### config.mk
export PLATFORM = sky130hd
export DESIGN_NAME = usb_ep_device_flat
export DESIGN_NICKNAME = d
export VERILOG_FILES = /design/src/common/usb_ep_pkg.sv /design/src/common/usb_ep_if.sv /design/src/core/usb_ep_device.sv /design/src/flat_wrapper.sv
export SDC_FILE = /design/constraint.sdc
export NUM_CORES = 1
export LEC_CHECK = 0
export BUFFER_PORTS_ARGS = -buffer_cell sky130_fd_sc_hd__buf_2
export CORE_AREA = 3 3 196 198
export CTS_CLUSTER_DIAMETER = 150
export CTS_CLUSTER_SIZE = 16
export DETAILED_ROUTE_END_ITERATION = 10
export DIE_AREA = 0 0 199 201
export PLACE_DENSITY = 0.77
export REMOVE_ABC_BUFFERS = 1
export SLEW_MARGIN = 20
export SYNTH_ARGS = -nofsm -noshare
export SYNTH_HDL_FRONTEND = slang
export SYNTH_SLANG_ARGS = --single-unit
export TNS_END_PERCENT = 20
### constraint.sdc
create_clock -name mclk_i -period 4.8 [get_ports mclk_i]
set_clock_uncertainty 0.2 [all_clocks]
set_input_delay 0.24 -clock mclk_i [delete_from_list [all_inputs] [get_ports mclk_i]]
set_output_delay 0.24 -clock mclk_i [all_outputs]
set_load 0.01 [all_outputs]
### src/common/usb_ep_pkg.sv
// Shared constants for the endpoint data handshake logic and its driver.
package usb_ep_pkg;
	localparam int NUM_EP = 2;
	localparam int EP_W = 1;
	localparam int FIFO_DEPTH = 8;
	localparam int PTR_W = 3;
	localparam int CNT_W = 4;
	localparam int ST_W = 12;
	localparam logic [1:0] DUAL_MASK = 2'h2;
	// Software commands carried over the interface.
	localparam logic [3:0] OP_NONE = 4'h0;
	localparam logic [3:0] OP_FIFO_WR = 4'h1;
	localparam logic [3:0] OP_FIFO_RD = 4'h2;
	localparam logic [3:0] OP_SET_TXRDY = 4'h3;
	localparam logic [3:0] OP_CLR_TX_COMPLETE = 4'h4;
	localparam logic [3:0] OP_CLR_RXB0 = 4'h5;
	localparam logic [3:0] OP_CLR_RXB1 = 4'h6;
	localparam logic [3:0] OP_SET_STALL = 4'h7;
	localparam logic [3:0] OP_CLR_STALL = 4'h8;
	localparam logic [3:0] OP_CLR_STALL_HANDSHAKE_SENT = 4'h9;
	// Bit positions of the endpoint control and status word.
	localparam int ST_TXRDY = 0;
	localparam int ST_TX_COMPLETE = 1;
	localparam int ST_RXB0 = 2;
	localparam int ST_RXB1 = 3;
	localparam int ST_STALLREQ = 4;
	localparam int ST_STALL_HANDSHAKE_SENT = 5;
	localparam int ST_DUAL = 6;
	localparam int ST_CNT_LSB = 8;
	// Handshake codes on the link.
	localparam logic [1:0] HS_ACK = 2'h1;
	localparam logic [1:0] HS_NAK = 2'h2;
	localparam logic [1:0] HS_STALL = 2'h3;
	// Driver register offsets and command, read data and status word fields.
	localparam logic [7:0] REG_CMD = 8'h00;
	localparam logic [7:0] REG_RDATA = 8'h04;
	localparam logic [7:0] REG_STATUS0 = 8'h08;
	localparam int CMD_EP_LSB = 4;
	localparam int CMD_DATA_LSB = 8;
	localparam int CMD_FINAL = 16;
	localparam int RD_REFUSED = 8;
	localparam int STAT_IRQ = 16;
endpackage : usb_ep_pkg

### src/common/usb_ep_if.sv
// Interface between the endpoint logic and its software-side driver.
`timescale 1ns/1ps
interface usb_ep_if;
	logic cmd_valid;
	logic [3:0] cmd_op;
	logic [usb_ep_pkg::EP_W-1:0] cmd_ep;
	logic [7:0] cmd_data;
	logic rd_valid;
	logic [7:0] rd_data;
	logic [usb_ep_pkg::NUM_EP-1:0][usb_ep_pkg::ST_W-1:0] ep_status;
	logic [usb_ep_pkg::NUM_EP-1:0] ep_irq;
	modport dev (
		input cmd_valid, cmd_op, cmd_ep, cmd_data,
		output rd_valid, rd_data, ep_status, ep_irq
	);
	modport drv (
		output cmd_valid, cmd_op, cmd_ep, cmd_data,
		input rd_valid, rd_data, ep_status, ep_irq
	);
endinterface : usb_ep_if

### src/core/usb_ep_device.sv
// Endpoint data handshake logic facing the USB host link.
//
// Summary of operation
// Software checks ready flag clear before loading
// Software writes bytes then sets ready flag
// Transmit complete set only on host ACK
// Hardware clears ready flag after sending
// Interrupt held while transmit complete set
// Software clears complete after next ready
// Isochronous IN uses two alternating banks
// Banks alternate, each released after sending
// Second bank readied only after completion
// IN token without ready packet gets NAK
// OUT NAKed while busy, else stored, ACKed
// Bank zero flag set, interrupt held
// Received byte count readable in status
// Read whole packet before clearing flag
// Two-bank OUT accepts back to back
// Bank one flag set, interrupt held
// Software clears bank flags strictly alternately
// Forced stall answered, stall sent flagged
// Software clears stall sent flag
// Protocol stall only on control transfers
// Each endpoint keeps independent state
// Out of turn flag writes rejected
//
// Chosen here: the placing of the registers and the address-and-strobe port.
`timescale 1ns/1ps
module usb_ep_device #(
	parameter int NUM_EP = usb_ep_pkg::NUM_EP,
	parameter int DEPTH = usb_ep_pkg::FIFO_DEPTH,
	parameter logic [usb_ep_pkg::NUM_EP-1:0] DUAL = usb_ep_pkg::DUAL_MASK
) (
	// Clock and reset.
	input wire logic mclk_i,
	input wire logic resetn_i,
	// Software side.
	usb_ep_if.dev sw,
	// Host tokens and OUT data.
	input wire logic tok_valid_i,
	input wire logic tok_out_i,
	input wire logic [usb_ep_pkg::EP_W-1:0] tok_ep_i,
	input wire logic rx_valid_i,
	input wire logic [7:0] rx_byte_i,
	input wire logic rx_end_i,
	// Host answer to IN data.
	input wire logic hs_valid_i,
	input wire logic hs_ack_i,
	// IN data and device handshakes.
	output logic tx_valid_o,
	output logic [7:0] tx_byte_o,
	output logic tx_done_o,
	output logic hs_valid_o,
	output logic [1:0] hs_code_o
);
	localparam int CW = usb_ep_pkg::CNT_W;
	localparam int PW = usb_ep_pkg::PTR_W;

	typedef enum logic [3:0] {
		L_IDLE = 4'h1,
		L_TX = 4'h2,
		L_WAIT = 4'h4,
		L_RX = 4'h8
	} link_type;

	typedef struct packed {
		logic [1:0] tx_full;
		logic [1:0] rx_full;
		logic tx_complete;
		logic stall_req;
		logic stall_sent;
		logic sw_bank;
		logic hw_bank;
		logic [CW-1:0] ptr;
		logic [1:0][CW-1:0] cnt;
		logic [1:0][DEPTH-1:0][7:0] mem;
	} ep_type;

	typedef struct packed {
		link_type link;
		logic [usb_ep_pkg::EP_W-1:0] ep;
		logic [CW-1:0] pos;
		logic rx_ok;
		logic rx_stall;
		ep_type [NUM_EP-1:0] eps;
		logic tx_valid;
		logic [7:0] tx_byte;
		logic tx_done;
		logic hs_valid;
		logic [1:0] hs_code;
		logic rd_valid;
		logic [7:0] rd_data;
		logic [NUM_EP-1:0][usb_ep_pkg::ST_W-1:0] status;
		logic [NUM_EP-1:0] irq;
	} state_type;

	state_type r;
	state_type n;

	// ------------------------------------------------------------
	// Status word packing
	// ------------------------------------------------------------
	function automatic logic [usb_ep_pkg::ST_W-1:0] st_pack(input ep_type e, input logic dual);
		logic [usb_ep_pkg::ST_W-1:0] s;
		s = '0;
		s[usb_ep_pkg::ST_TXRDY] = |e.tx_full;
		s[usb_ep_pkg::ST_TX_COMPLETE] = e.tx_complete;
		s[usb_ep_pkg::ST_RXB0] = e.rx_full[0];
		s[usb_ep_pkg::ST_RXB1] = e.rx_full[1];
		s[usb_ep_pkg::ST_STALLREQ] = e.stall_req;
		s[usb_ep_pkg::ST_STALL_HANDSHAKE_SENT] = e.stall_sent;
		s[usb_ep_pkg::ST_DUAL] = dual;
		s[usb_ep_pkg::ST_CNT_LSB +: CW] = e.cnt[e.sw_bank];
		return s;
	endfunction : st_pack

	// ------------------------------------------------------------
	// Next state
	// ------------------------------------------------------------
	always_comb begin
		logic b;
		logic [CW-1:0] p;
		b = 1'b0;
		p = '0;
		n = r;
		n.tx_valid = 1'b0;
		n.tx_done = 1'b0;
		n.hs_valid = 1'b0;
		n.rd_valid = 1'b0;
		// Software commands are applied first so that a hardware set in the same
		// cycle overrides a software clear of the same flag.
		if (sw.cmd_valid) begin
			b = n.eps[sw.cmd_ep].sw_bank;
			p = n.eps[sw.cmd_ep].ptr;
			unique case (sw.cmd_op)
				usb_ep_pkg::OP_FIFO_WR: begin
					// Writes into a bank that is handed to hardware are dropped.
					if (!n.eps[sw.cmd_ep].tx_full[b] && !n.eps[sw.cmd_ep].rx_full[b]
							&& p < CW'(DEPTH)) begin
						n.eps[sw.cmd_ep].mem[b][p[PW-1:0]] = sw.cmd_data;
						n.eps[sw.cmd_ep].ptr = p + 1'b1;
					end
				end
				usb_ep_pkg::OP_FIFO_RD: begin
					n.rd_valid = 1'b1;
					n.rd_data = 8'h00;
					if (n.eps[sw.cmd_ep].rx_full[b] && p < n.eps[sw.cmd_ep].cnt[b]) begin
						n.rd_data = n.eps[sw.cmd_ep].mem[b][p[PW-1:0]];
						n.eps[sw.cmd_ep].ptr = p + 1'b1;
					end
				end
				usb_ep_pkg::OP_SET_TXRDY: begin
					if (!n.eps[sw.cmd_ep].tx_full[b] && !n.eps[sw.cmd_ep].rx_full[b]) begin
						n.eps[sw.cmd_ep].tx_full[b] = 1'b1;
						n.eps[sw.cmd_ep].cnt[b] = p;
						n.eps[sw.cmd_ep].ptr = '0;
						n.eps[sw.cmd_ep].sw_bank = DUAL[sw.cmd_ep] ? ~b : 1'b0;
					end
				end
				usb_ep_pkg::OP_CLR_TX_COMPLETE: begin
					n.eps[sw.cmd_ep].tx_complete = 1'b0;
				end
				usb_ep_pkg::OP_CLR_RXB0,
				usb_ep_pkg::OP_CLR_RXB1: begin
					b = (sw.cmd_op == usb_ep_pkg::OP_CLR_RXB1);
					if (n.eps[sw.cmd_ep].rx_full[b]) begin
						n.eps[sw.cmd_ep].rx_full[b] = 1'b0;
						n.eps[sw.cmd_ep].ptr = '0;
						n.eps[sw.cmd_ep].sw_bank = DUAL[sw.cmd_ep] ? ~b : 1'b0;
					end
				end
				usb_ep_pkg::OP_SET_STALL: begin
					n.eps[sw.cmd_ep].stall_req = 1'b1;
				end
				usb_ep_pkg::OP_CLR_STALL: begin
					n.eps[sw.cmd_ep].stall_req = 1'b0;
				end
				usb_ep_pkg::OP_CLR_STALL_HANDSHAKE_SENT: begin
					n.eps[sw.cmd_ep].stall_sent = 1'b0;
				end
				default: begin
				end
			endcase
		end
		// Link sequencing; only the addressed endpoint is touched.
		b = n.eps[n.ep].hw_bank;
		unique case (r.link)
			L_IDLE: begin
				if (tok_valid_i) begin
					n.ep = tok_ep_i;
					n.pos = '0;
					b = n.eps[tok_ep_i].hw_bank;
					if (tok_out_i) begin
						n.link = L_RX;
						n.rx_stall = n.eps[tok_ep_i].stall_req;
						// The bank is free only when software has released it.
						n.rx_ok = !n.eps[tok_ep_i].rx_full[b] && !n.eps[tok_ep_i].tx_full[b];
					end else if (n.eps[tok_ep_i].stall_req) begin
						n.hs_valid = 1'b1;
						n.hs_code = usb_ep_pkg::HS_STALL;
						n.eps[tok_ep_i].stall_sent = 1'b1;
					end else if (n.eps[tok_ep_i].tx_full[b]) begin
						n.link = L_TX;
					end else begin
						n.hs_valid = 1'b1;
						n.hs_code = usb_ep_pkg::HS_NAK;
					end
				end
			end
			L_TX: begin
				if (r.pos < n.eps[r.ep].cnt[b]) begin
					n.tx_valid = 1'b1;
					n.tx_byte = n.eps[r.ep].mem[b][r.pos[PW-1:0]];
					n.pos = r.pos + 1'b1;
				end else begin
					n.tx_done = 1'b1;
					n.link = L_WAIT;
				end
			end
			L_WAIT: begin
				if (hs_valid_i) begin
					n.link = L_IDLE;
					// Without an ACK the bank stays ready and is resent on the next IN.
					if (hs_ack_i) begin
						n.eps[r.ep].tx_complete = 1'b1;
						n.eps[r.ep].tx_full[b] = 1'b0;
						n.eps[r.ep].hw_bank = DUAL[r.ep] ? ~b : 1'b0;
					end
				end
			end
			L_RX: begin
				if (rx_valid_i && r.rx_ok && !r.rx_stall && r.pos < CW'(DEPTH)) begin
					n.eps[r.ep].mem[b][r.pos[PW-1:0]] = rx_byte_i;
					n.pos = r.pos + 1'b1;
				end
				if (rx_end_i) begin
					n.link = L_IDLE;
					n.hs_valid = 1'b1;
					if (r.rx_stall) begin
						n.hs_code = usb_ep_pkg::HS_STALL;
						n.eps[r.ep].stall_sent = 1'b1;
					end else if (r.rx_ok) begin
						n.hs_code = usb_ep_pkg::HS_ACK;
						n.eps[r.ep].rx_full[b] = 1'b1;
						n.eps[r.ep].cnt[b] = n.pos;
						n.eps[r.ep].hw_bank = DUAL[r.ep] ? ~b : 1'b0;
					end else begin
						n.hs_code = usb_ep_pkg::HS_NAK;
					end
				end
			end
		endcase
		for (int i = 0; i < NUM_EP; i++) begin
			n.status[i] = st_pack(n.eps[i], DUAL[i]);
			n.irq[i] = n.eps[i].tx_complete | (|n.eps[i].rx_full) | n.eps[i].stall_sent;
		end
	end

	// ------------------------------------------------------------
	// State register
	// ------------------------------------------------------------
	always_ff @(posedge mclk_i or negedge resetn_i) begin
		if (!resetn_i) begin
			r <= '0;
			r.link <= L_IDLE;
		end else begin
			r <= n;
		end
	end

	assign sw.rd_valid = r.rd_valid;
	assign sw.rd_data = r.rd_data;
	assign sw.ep_status = r.status;
	assign sw.ep_irq = r.irq;
	assign tx_valid_o = r.tx_valid;
	assign tx_byte_o = r.tx_byte;
	assign tx_done_o = r.tx_done;
	assign hs_valid_o = r.hs_valid;
	assign hs_code_o = r.hs_code;
endmodule : usb_ep_device

### src/flat_wrapper.sv
// flat-port wrapper written by rule: the top's interface ports become plain ports
module usb_ep_device_flat 
#(
	parameter int NUM_EP = usb_ep_pkg::NUM_EP,
	parameter int DEPTH = usb_ep_pkg::FIFO_DEPTH,
	parameter logic [usb_ep_pkg::NUM_EP-1:0] DUAL = usb_ep_pkg::DUAL_MASK
)
  (mclk_i, resetn_i, tok_valid_i, tok_out_i, tok_ep_i, rx_valid_i, rx_byte_i, rx_end_i, hs_valid_i, hs_ack_i, tx_valid_o, tx_byte_o, tx_done_o, hs_valid_o, hs_code_o, sw_cmd_valid, sw_cmd_op, sw_cmd_ep, sw_cmd_data, sw_rd_valid, sw_rd_data, sw_ep_status, sw_ep_irq);
  usb_ep_if sw_i ();
  input wire logic mclk_i;
  input wire logic resetn_i;
  input wire logic tok_valid_i;
  input wire logic tok_out_i;
  input wire logic [usb_ep_pkg::EP_W-1:0] tok_ep_i;
  input wire logic rx_valid_i;
  input wire logic [7:0] rx_byte_i;
  input wire logic rx_end_i;
  input wire logic hs_valid_i;
  input wire logic hs_ack_i;
  output logic tx_valid_o;
  output logic [7:0] tx_byte_o;
  output logic tx_done_o;
  output logic hs_valid_o;
  output logic [1:0] hs_code_o;
  input wire logic [$bits(sw_i.cmd_valid)-1:0] sw_cmd_valid;
  input wire logic [$bits(sw_i.cmd_op)-1:0] sw_cmd_op;
  input wire logic [$bits(sw_i.cmd_ep)-1:0] sw_cmd_ep;
  input wire logic [$bits(sw_i.cmd_data)-1:0] sw_cmd_data;
  output wire logic [$bits(sw_i.rd_valid)-1:0] sw_rd_valid;
  output wire logic [$bits(sw_i.rd_data)-1:0] sw_rd_data;
  output wire logic [$bits(sw_i.ep_status)-1:0] sw_ep_status;
  output wire logic [$bits(sw_i.ep_irq)-1:0] sw_ep_irq;
  assign sw_i.cmd_valid = sw_cmd_valid;
  assign sw_i.cmd_op = sw_cmd_op;
  assign sw_i.cmd_ep = sw_cmd_ep;
  assign sw_i.cmd_data = sw_cmd_data;
  assign sw_rd_valid = sw_i.rd_valid;
  assign sw_rd_data = sw_i.rd_data;
  assign sw_ep_status = sw_i.ep_status;
  assign sw_ep_irq = sw_i.ep_irq;
  usb_ep_device #(.NUM_EP(NUM_EP), .DEPTH(DEPTH), .DUAL(DUAL)) u_core (.mclk_i(mclk_i), .resetn_i(resetn_i), .sw(sw_i), .tok_valid_i(tok_valid_i), .tok_out_i(tok_out_i), .tok_ep_i(tok_ep_i), .rx_valid_i(rx_valid_i), .rx_byte_i(rx_byte_i), .rx_end_i(rx_end_i), .hs_valid_i(hs_valid_i), .hs_ack_i(hs_ack_i), .tx_valid_o(tx_valid_o), .tx_byte_o(tx_byte_o), .tx_done_o(tx_done_o), .hs_valid_o(hs_valid_o), .hs_code_o(hs_code_o));
endmodule
# After elaboration in Yosys (flattened, before gate mapping)

Index checks and enable logic that the tools add are counted.

Register bits: 354
Word-level logic and storage cells: 312
Input port bits: 31

Add/sub/neg operators: 2
Bitwise operators: 7
$lt $le $gt $ge: 23
Mux-type cells: 157
Reduce and logical (&&, ||, !) cells: 34
Eq/ne operators: 22

Operator list:

| operator         | count |
|---|---|
| $bwmux W298      | 23 |
| $mux W298        | 14 |
| $demux W149 S1   | 17 |
| $pmux W298 S8    | 1 |
| $mux W149        | 6 |
| $pmux W298 S3    | 1 |
| $mux W143        | 3 |
| $mux W141        | 3 |
| $mux W64         | 6 |
| $mux W309        | 1 |
| $mux W147        | 2 |
| $mux W145        | 2 |
| $mux W136        | 2 |
| $mux W128        | 2 |
| $mux W144        | 1 |
| $mux W142        | 1 |
| $mux W140        | 1 |
| $demux W64 S1    | 2 |
| $mux W4          | 19 |
| $bmux W8 S3      | 2 |
| $demux W8 S3     | 2 |
| $mux W8          | 5 |
| $mux W9          | 3 |
| $mux W1          | 21 |
| other kinds (34) | 105 |

# Depth between registers and ports, before layout

Depth after elaboration: 36
Gate-level depth with buffers: 18

# Worst setup path before layout

Ideal clock, no wire load.

Path type: flip-flop to flip-flop
From: register u_core.r[337] (netlist name)
To: register u_core.r (netlist bit u_core.tx_byte_o[6])
Clock period less this slack: 4123 ps
Path buffers: 4
Slack: 677 ps
Data arrival time: 3797 ps
Stages on the path, launching flop included: 18
Cells stage by stage: dfrtp_1 clkbuf_1 nor2b_1 clkbuf_1 nor2_1 clkbuf_1 clkbuf_1 nand2_1 o32ai_1 nor3_1 a21oi_1 ha_1 a21o_1 a21o_1 nor3_2 o21ai_1 a2111o_1 o32a_1

Word-level cells in the longest chain between the ends: 13
Elaborated cells between the ends (all ways): 30
Those cells by class: 1 x order compare; 28 x mux; 1 x reduce/logical

RTL lines:

| element                                                                 | RTL line                                   | source |
|---|---|---|
| from (decl)                                                             | usb_ep_device.sv:97                        | `state_type r;` |
| from (signal assigned)                                                  | usb_ep_device.sv:267                       | `r <= n;` |
| $bwmux W298                                                             | usb_ep_device.sv:154                       | `n.eps[sw.cmd_ep].tx_full[b] = 1'b1;` |
| $bwmux W298                                                             | usb_ep_device.sv:155                       | `n.eps[sw.cmd_ep].cnt[b] = p;` |
| $bwmux W298                                                             | usb_ep_device.sv:156                       | `n.eps[sw.cmd_ep].ptr = '0;` |
| $bwmux W298                                                             | usb_ep_device.sv:157                       | `n.eps[sw.cmd_ep].sw_bank = DUAL[sw.cmd_ep] ? ~b : 1'b0;` |
| $mux W298                                                               | usb_ep_device.sv:153                       | `if (!n.eps[sw.cmd_ep].tx_full[b] && !n.eps[sw.cmd_ep].rx_full[b]) begin` |
| $pmux W298 S8                                                           | usb_ep_device.sv:135                       | `unique case (sw.cmd_op)` |
| $mux W298 (*)                                                           | usb_ep_device.sv:132                       | `if (sw.cmd_valid) begin` |
| $mux W141 (not written as such) (*) (2 in series)                       | usb_ep_device.sv:186                       | `b = n.eps[n.ep].hw_bank;` |
| $mux W4 (not written as such) or $mux W64 (tied branches) (2 in series) | usb_ep_device.sv:211, usb_ep_device.sv:213 |  |
| $lt A4 B4 Y1 or $bmux W8 S3 (tied branches)                             | usb_ep_device.sv:211, usb_ep_device.sv:213 |  |
| $reduce_and A2 Y1 (no line) or $mux W8 (tied branches)                  | --                                         |  |

Every way passes the cells marked *; elsewhere a longest branch is shown, timed or not. The select of a mux whose other input is x is not followed.
A chain may end at the register's enable or synchronous reset.

# Worst setup path in the final report

From: input port sw_cmd_ep
To: register u_core.r (netlist bit u_core.tx_byte_o[2])

Word-level cells in the longest chain between the ends: 21
Elaborated cells between the ends (all ways): 73
Those cells by class: 9 x order compare; 55 x mux; 9 x reduce/logical

RTL lines:

| element                                                            | RTL line             | source |
|---|---|---|
| from (decl)                                                        | flat_wrapper.sv:27   | `input wire logic [$bits(sw_i.cmd_ep)-1:0] sw_cmd_ep;` |
| $mux W149 (not written as such)                                    | usb_ep_device.sv:133 | `b = n.eps[sw.cmd_ep].sw_bank;` |
| $mux W149 (not written as such)                                    | --                   |  |
| $lt A3 B4 Y1 (not written as such) or $ge A3 B1 Y1 (tied branches) | usb_ep_device.sv:140 | `n.eps[sw.cmd_ep].mem[b][p[PW-1:0]] = sw.cmd_data;` |
| $logic_and A1 B1 Y1 (not written as such)                          | usb_ep_device.sv:140 |  |
| $mux W8 (not written as such)                                      | usb_ep_device.sv:140 |  |
| $demux W8 S3                                                       | --                   |  |
| $mux W64 (not written as such)                                     | usb_ep_device.sv:140 |  |
| $demux W64 S1                                                      | --                   |  |
| (+3 left out)                                                      | --                   |  |
| $bwmux W298                                                        | usb_ep_device.sv:141 | `n.eps[sw.cmd_ep].ptr = p + 1'b1;` |
| $mux W298                                                          | usb_ep_device.sv:138 | `if (!n.eps[sw.cmd_ep].tx_full[b] && !n.eps[sw.cmd_ep].rx_full[b]` |
| $pmux W298 S8 (*)                                                  | usb_ep_device.sv:135 |  |
| $mux W298 (*)                                                      | usb_ep_device.sv:132 |  |
| $mux W141 (not written as such) (*) (2 in series)                  | usb_ep_device.sv:186 |  |
| $mux W64 (not written as such) (2 in series)                       | usb_ep_device.sv:213 | `n.tx_byte = n.eps[r.ep].mem[b][r.pos[PW-1:0]];` |
| $bmux W8 S3                                                        | usb_ep_device.sv:213 |  |
| $mux W8 (not written as such)                                      | usb_ep_device.sv:213 |  |

Marked as above.

==> results.cfg <==
[layout]
post_route_cells_drive_above_1_share_pct = 9.93
area_growth_pct = 5.87
finalNonFillerCells = 2966
final_cell_mix = a21oi_1 (381), mux2i_1 (380), nor2_1 (362)
layout_commonest_cell = a21oi_1
final_nets = 2528
insertedDiodeCount = 0
post-route-util_pct = 63.8

[setup_path]
max_stage_delay_ps = 740
crit_fanout = 26
arrival_ps = 4560
path_buf_inv = 3
ff2ff_setup_slack_ps = 610
crit_slowest_cell = or4_4
worstSetupPathType = in -> reg
r2r_end = u_core.tx_byte_o[2]
start_kind = primary input
reg2reg_from = u_core.r[187]
reg2regPathDepth = 10
crit_path_end_kind = register
crit_top_cell = mux2i_1
cp_top_family = simple AND/OR/NAND/NOR gates
required_ps = 5060
path_cells = dlygate4sd3_1 > buf_4 > mux2i_1 > inv_2 > or4_4 > nor2_4 > mux2i_1 > a22oi_1 > nand3_1 > o311ai_0 > or4_1 > o32a_1

[die]
die_width_um = 199
core_area_um2 = 36700
ios = 79
start_util_pct = 60.3
num_rows = 70
dieArea_um2 = 40000
fp.dieH_um = 201

[route]
drt-pass1-iter-count = 6
wl_per_cell_um = 28.0
drc_errors = 0
routed_wl_mm = 83.2
postRouteAntennaNets = 0
viasPerCell = 7.09
drtIter0Drc = 3242
via_count = 21000

[yosys]
ys_seq_area_share_pct = 38.9
synth_edf_count = 0
synth_area_leaders = dfrtp_1 (39%), mux2i_1 (17%), a21oi_1 (8.6%)
synth.avg_cell_area_um2 = 8.67
syn-cell-area_um2 = 22100
syn_inst = 2550
async_flop_share_pct = 100
yosys.area.top_type_share_pct = 38.8
ys.warnings.count = 0
yosys.area.top_type = dfrtp_1
ys_ff_latch = 344
synth_ff_type = dfrtp_1
synth_cell_type_count = 82

[power_and_ir_drop]
vdd_ir_drop_max_mv = 0.320
pwr-share-clk_pct = 21.2
p_leak_nw = 10.5
seq_power_share_pct = 37.5
p_switching_w = 0.00405
internal_power_w = 0.00549
powerDensity_nw_per_um2 = 407
p_sw_share_pct = 42.4
power_frac_comb_pct = 41.2

[sta]
worstMarginPinSlew_ps = 1230
rsz0062_at_grt = no
period_needed_ps = 4290
fmax_mhz = 233
slew_viol_final = 0
finalSetupViolCount = 0
relSlewSlack_pct = 17.7
finalCritPeriodShare_pct = 89.4
hold_viol = 0

[status]
outcome = finished clean

[min_path]
worst_hold_path.endpoint = u_core.sw.ep_status[1]
hold_start = sw_cmd_op[1]
hold_path_class = in -> reg
holdPathStages = 4

[clocking]
clk_pin_slew_ps = 80
cts_buffers = 25
cts.htree.levels = 1
clock_tree.buffer_depth = 3
post_cts.repair.setup_buffers = 0
cts.sinks = 344
clkLatencyLatePin_ps = 570
cts-resized-gates = 0
holdBufCountCts = 16
cts_tree = yes
cts_root_buf = clkbuf_16

[global_routing]
antenna_found_initial = 0
grt_pass1_vias = 20000
grt_usage_pct = 40.3
grt_max_degree = 122
grt_overflow_total = 0
grt_pass1_wl_mm = 124

[placed_design]
place_inst = 2914
hpwl_mm = 55.1
io_buffers = 75
gp_congestion = 1.03

[run]
maxCapViolations = 0
==> cell families after synthesis <==
family	Yosys count	share of synthesized area (%)
DFF	344	38.9
and+or+nand+nor	775	16.4
xor gates and xnor gates	4	0.158
AOI/OAI and AO/OA	730	19.8
buffers and inverters	278	5.60
muxes	409	18.7
other	2	0.0340
adders and majority gates	8	0.453
==> per-layer routing <==
metal / part of all wire, % / up-vias / GRT usage (%)
li1: - / 9006 / -
met1: 37 / 10100 / 54.6
met2: 43 / 1567 / 59.2
met3: 13 / 374 / 9.99
met4: 7.2 / 0 / 22.6
met5: 0 / - / 0
==> how the worst max path moves through the flow <==
stage                              from             endpoint  depth (start not counted)  slack [ps]
final                         sw_cmd_ep  u_core.tx_byte_o[2]                         12         510
after global routing          sw_cmd_ep  u_core.tx_byte_o[2]                         12         420
after CTS                     sw_cmd_ep  u_core.tx_byte_o[2]                         12         640
after detailed placement      sw_cmd_ep  u_core.tx_byte_o[2]                         11         620
after global placement        sw_cmd_ep  u_core.tx_byte_o[0]                         10         690
after floorplan           u_core.r[189]  u_core.tx_byte_o[6]                         13       -1270
==> worst reg2reg max path: stages, from the launching register on <==
cell and delay, ps:
dfrtp_1 490, mux2i_1 390, inv_2 120, or4_4 740, nor2_4 410, mux2i_1 300, a22oi_1 130, nand3_1 250
o311ai_0 250, or4_1 450, o32a_1 360
==> power by group through the flow <==
stage	Sequential [W]	Combinational, W	Clock [W]
floorplan	0.00373	0.00191	0
global placement	0.00359	0.00364	0
detailed placement	0.00361	0.00370	0
CTS	0.00356	0.00374	0.00203
global route	0.00361	0.00407	0.00215
finish	0.00358	0.00393	0.00203
==> flip-flops by register name (all words and copies together) (netlist names) <==
register and flops:
u_core.hs_code_o 2, u_core.hs_valid_o 1, u_core.r 301, u_core.sw.ep_irq 2, u_core.sw.ep_status 19, u_core.sw.rd_data 8, u_core.sw.rd_valid 1, u_core.tx_byte_o 8
u_core.tx_done_o 1, u_core.tx_valid_o 1
==> metrics by stage <==
step           hold WS [ps]  cell area [um^2]  setup slack, ps  total power (W)  setup TNS [ps]
6_report               40.8             23400              507          0.00953               0
5_1_grt                60.5             23400              425          0.00983               0
4_1_cts                22.4             23400              641          0.00933               0
3_5_place_dp            202             22600              615          0.00731               0
3_3_place_gp            202             22600              691          0.00724               0
2_1_floorplan          -256             21000            -1270          0.00563          -15580
==> synthesized netlist by cell type, drive strengths merged, types with 4 or more instances <==
library cell / count
a2111oi: 5
a211oi: 71
a21o: 10
a21oi: 381
a221oi: 9
a22o: 5
a22oi: 17
a31oi: 24
a41oi: 5
and2: 10
buf: 70
clkbuf: 188
dfrtp: 343
ha: 8
inv: 19
mux2: 29
mux2i: 380
nand2: 159
nand2b: 17
nand3: 26
nand3b: 8
nand4: 9
nor2: 374
nor2b: 71
nor3: 42
nor4: 20
nor4b: 8
o211ai: 15
o21a: 5
o21ai: 73
o221ai: 9
o22a: 4
o22ai: 49
o311ai: 5
o31ai: 5
o32a: 6
o32ai: 5
or2: 9
or4: 6
==> final cells by class <==
cell class,instances,area [um^2]
Sequential cell,344,8620
Multi-Input combinational cell,1930,12300
Inverter,20,75.1
Tap cell,468,586
Clock inverter,2,17.5
Fill cell,3113,13300
Clock buffer,34,659
Timing Repair Buffer,168,1160
(Power assumes the default switching activity.)
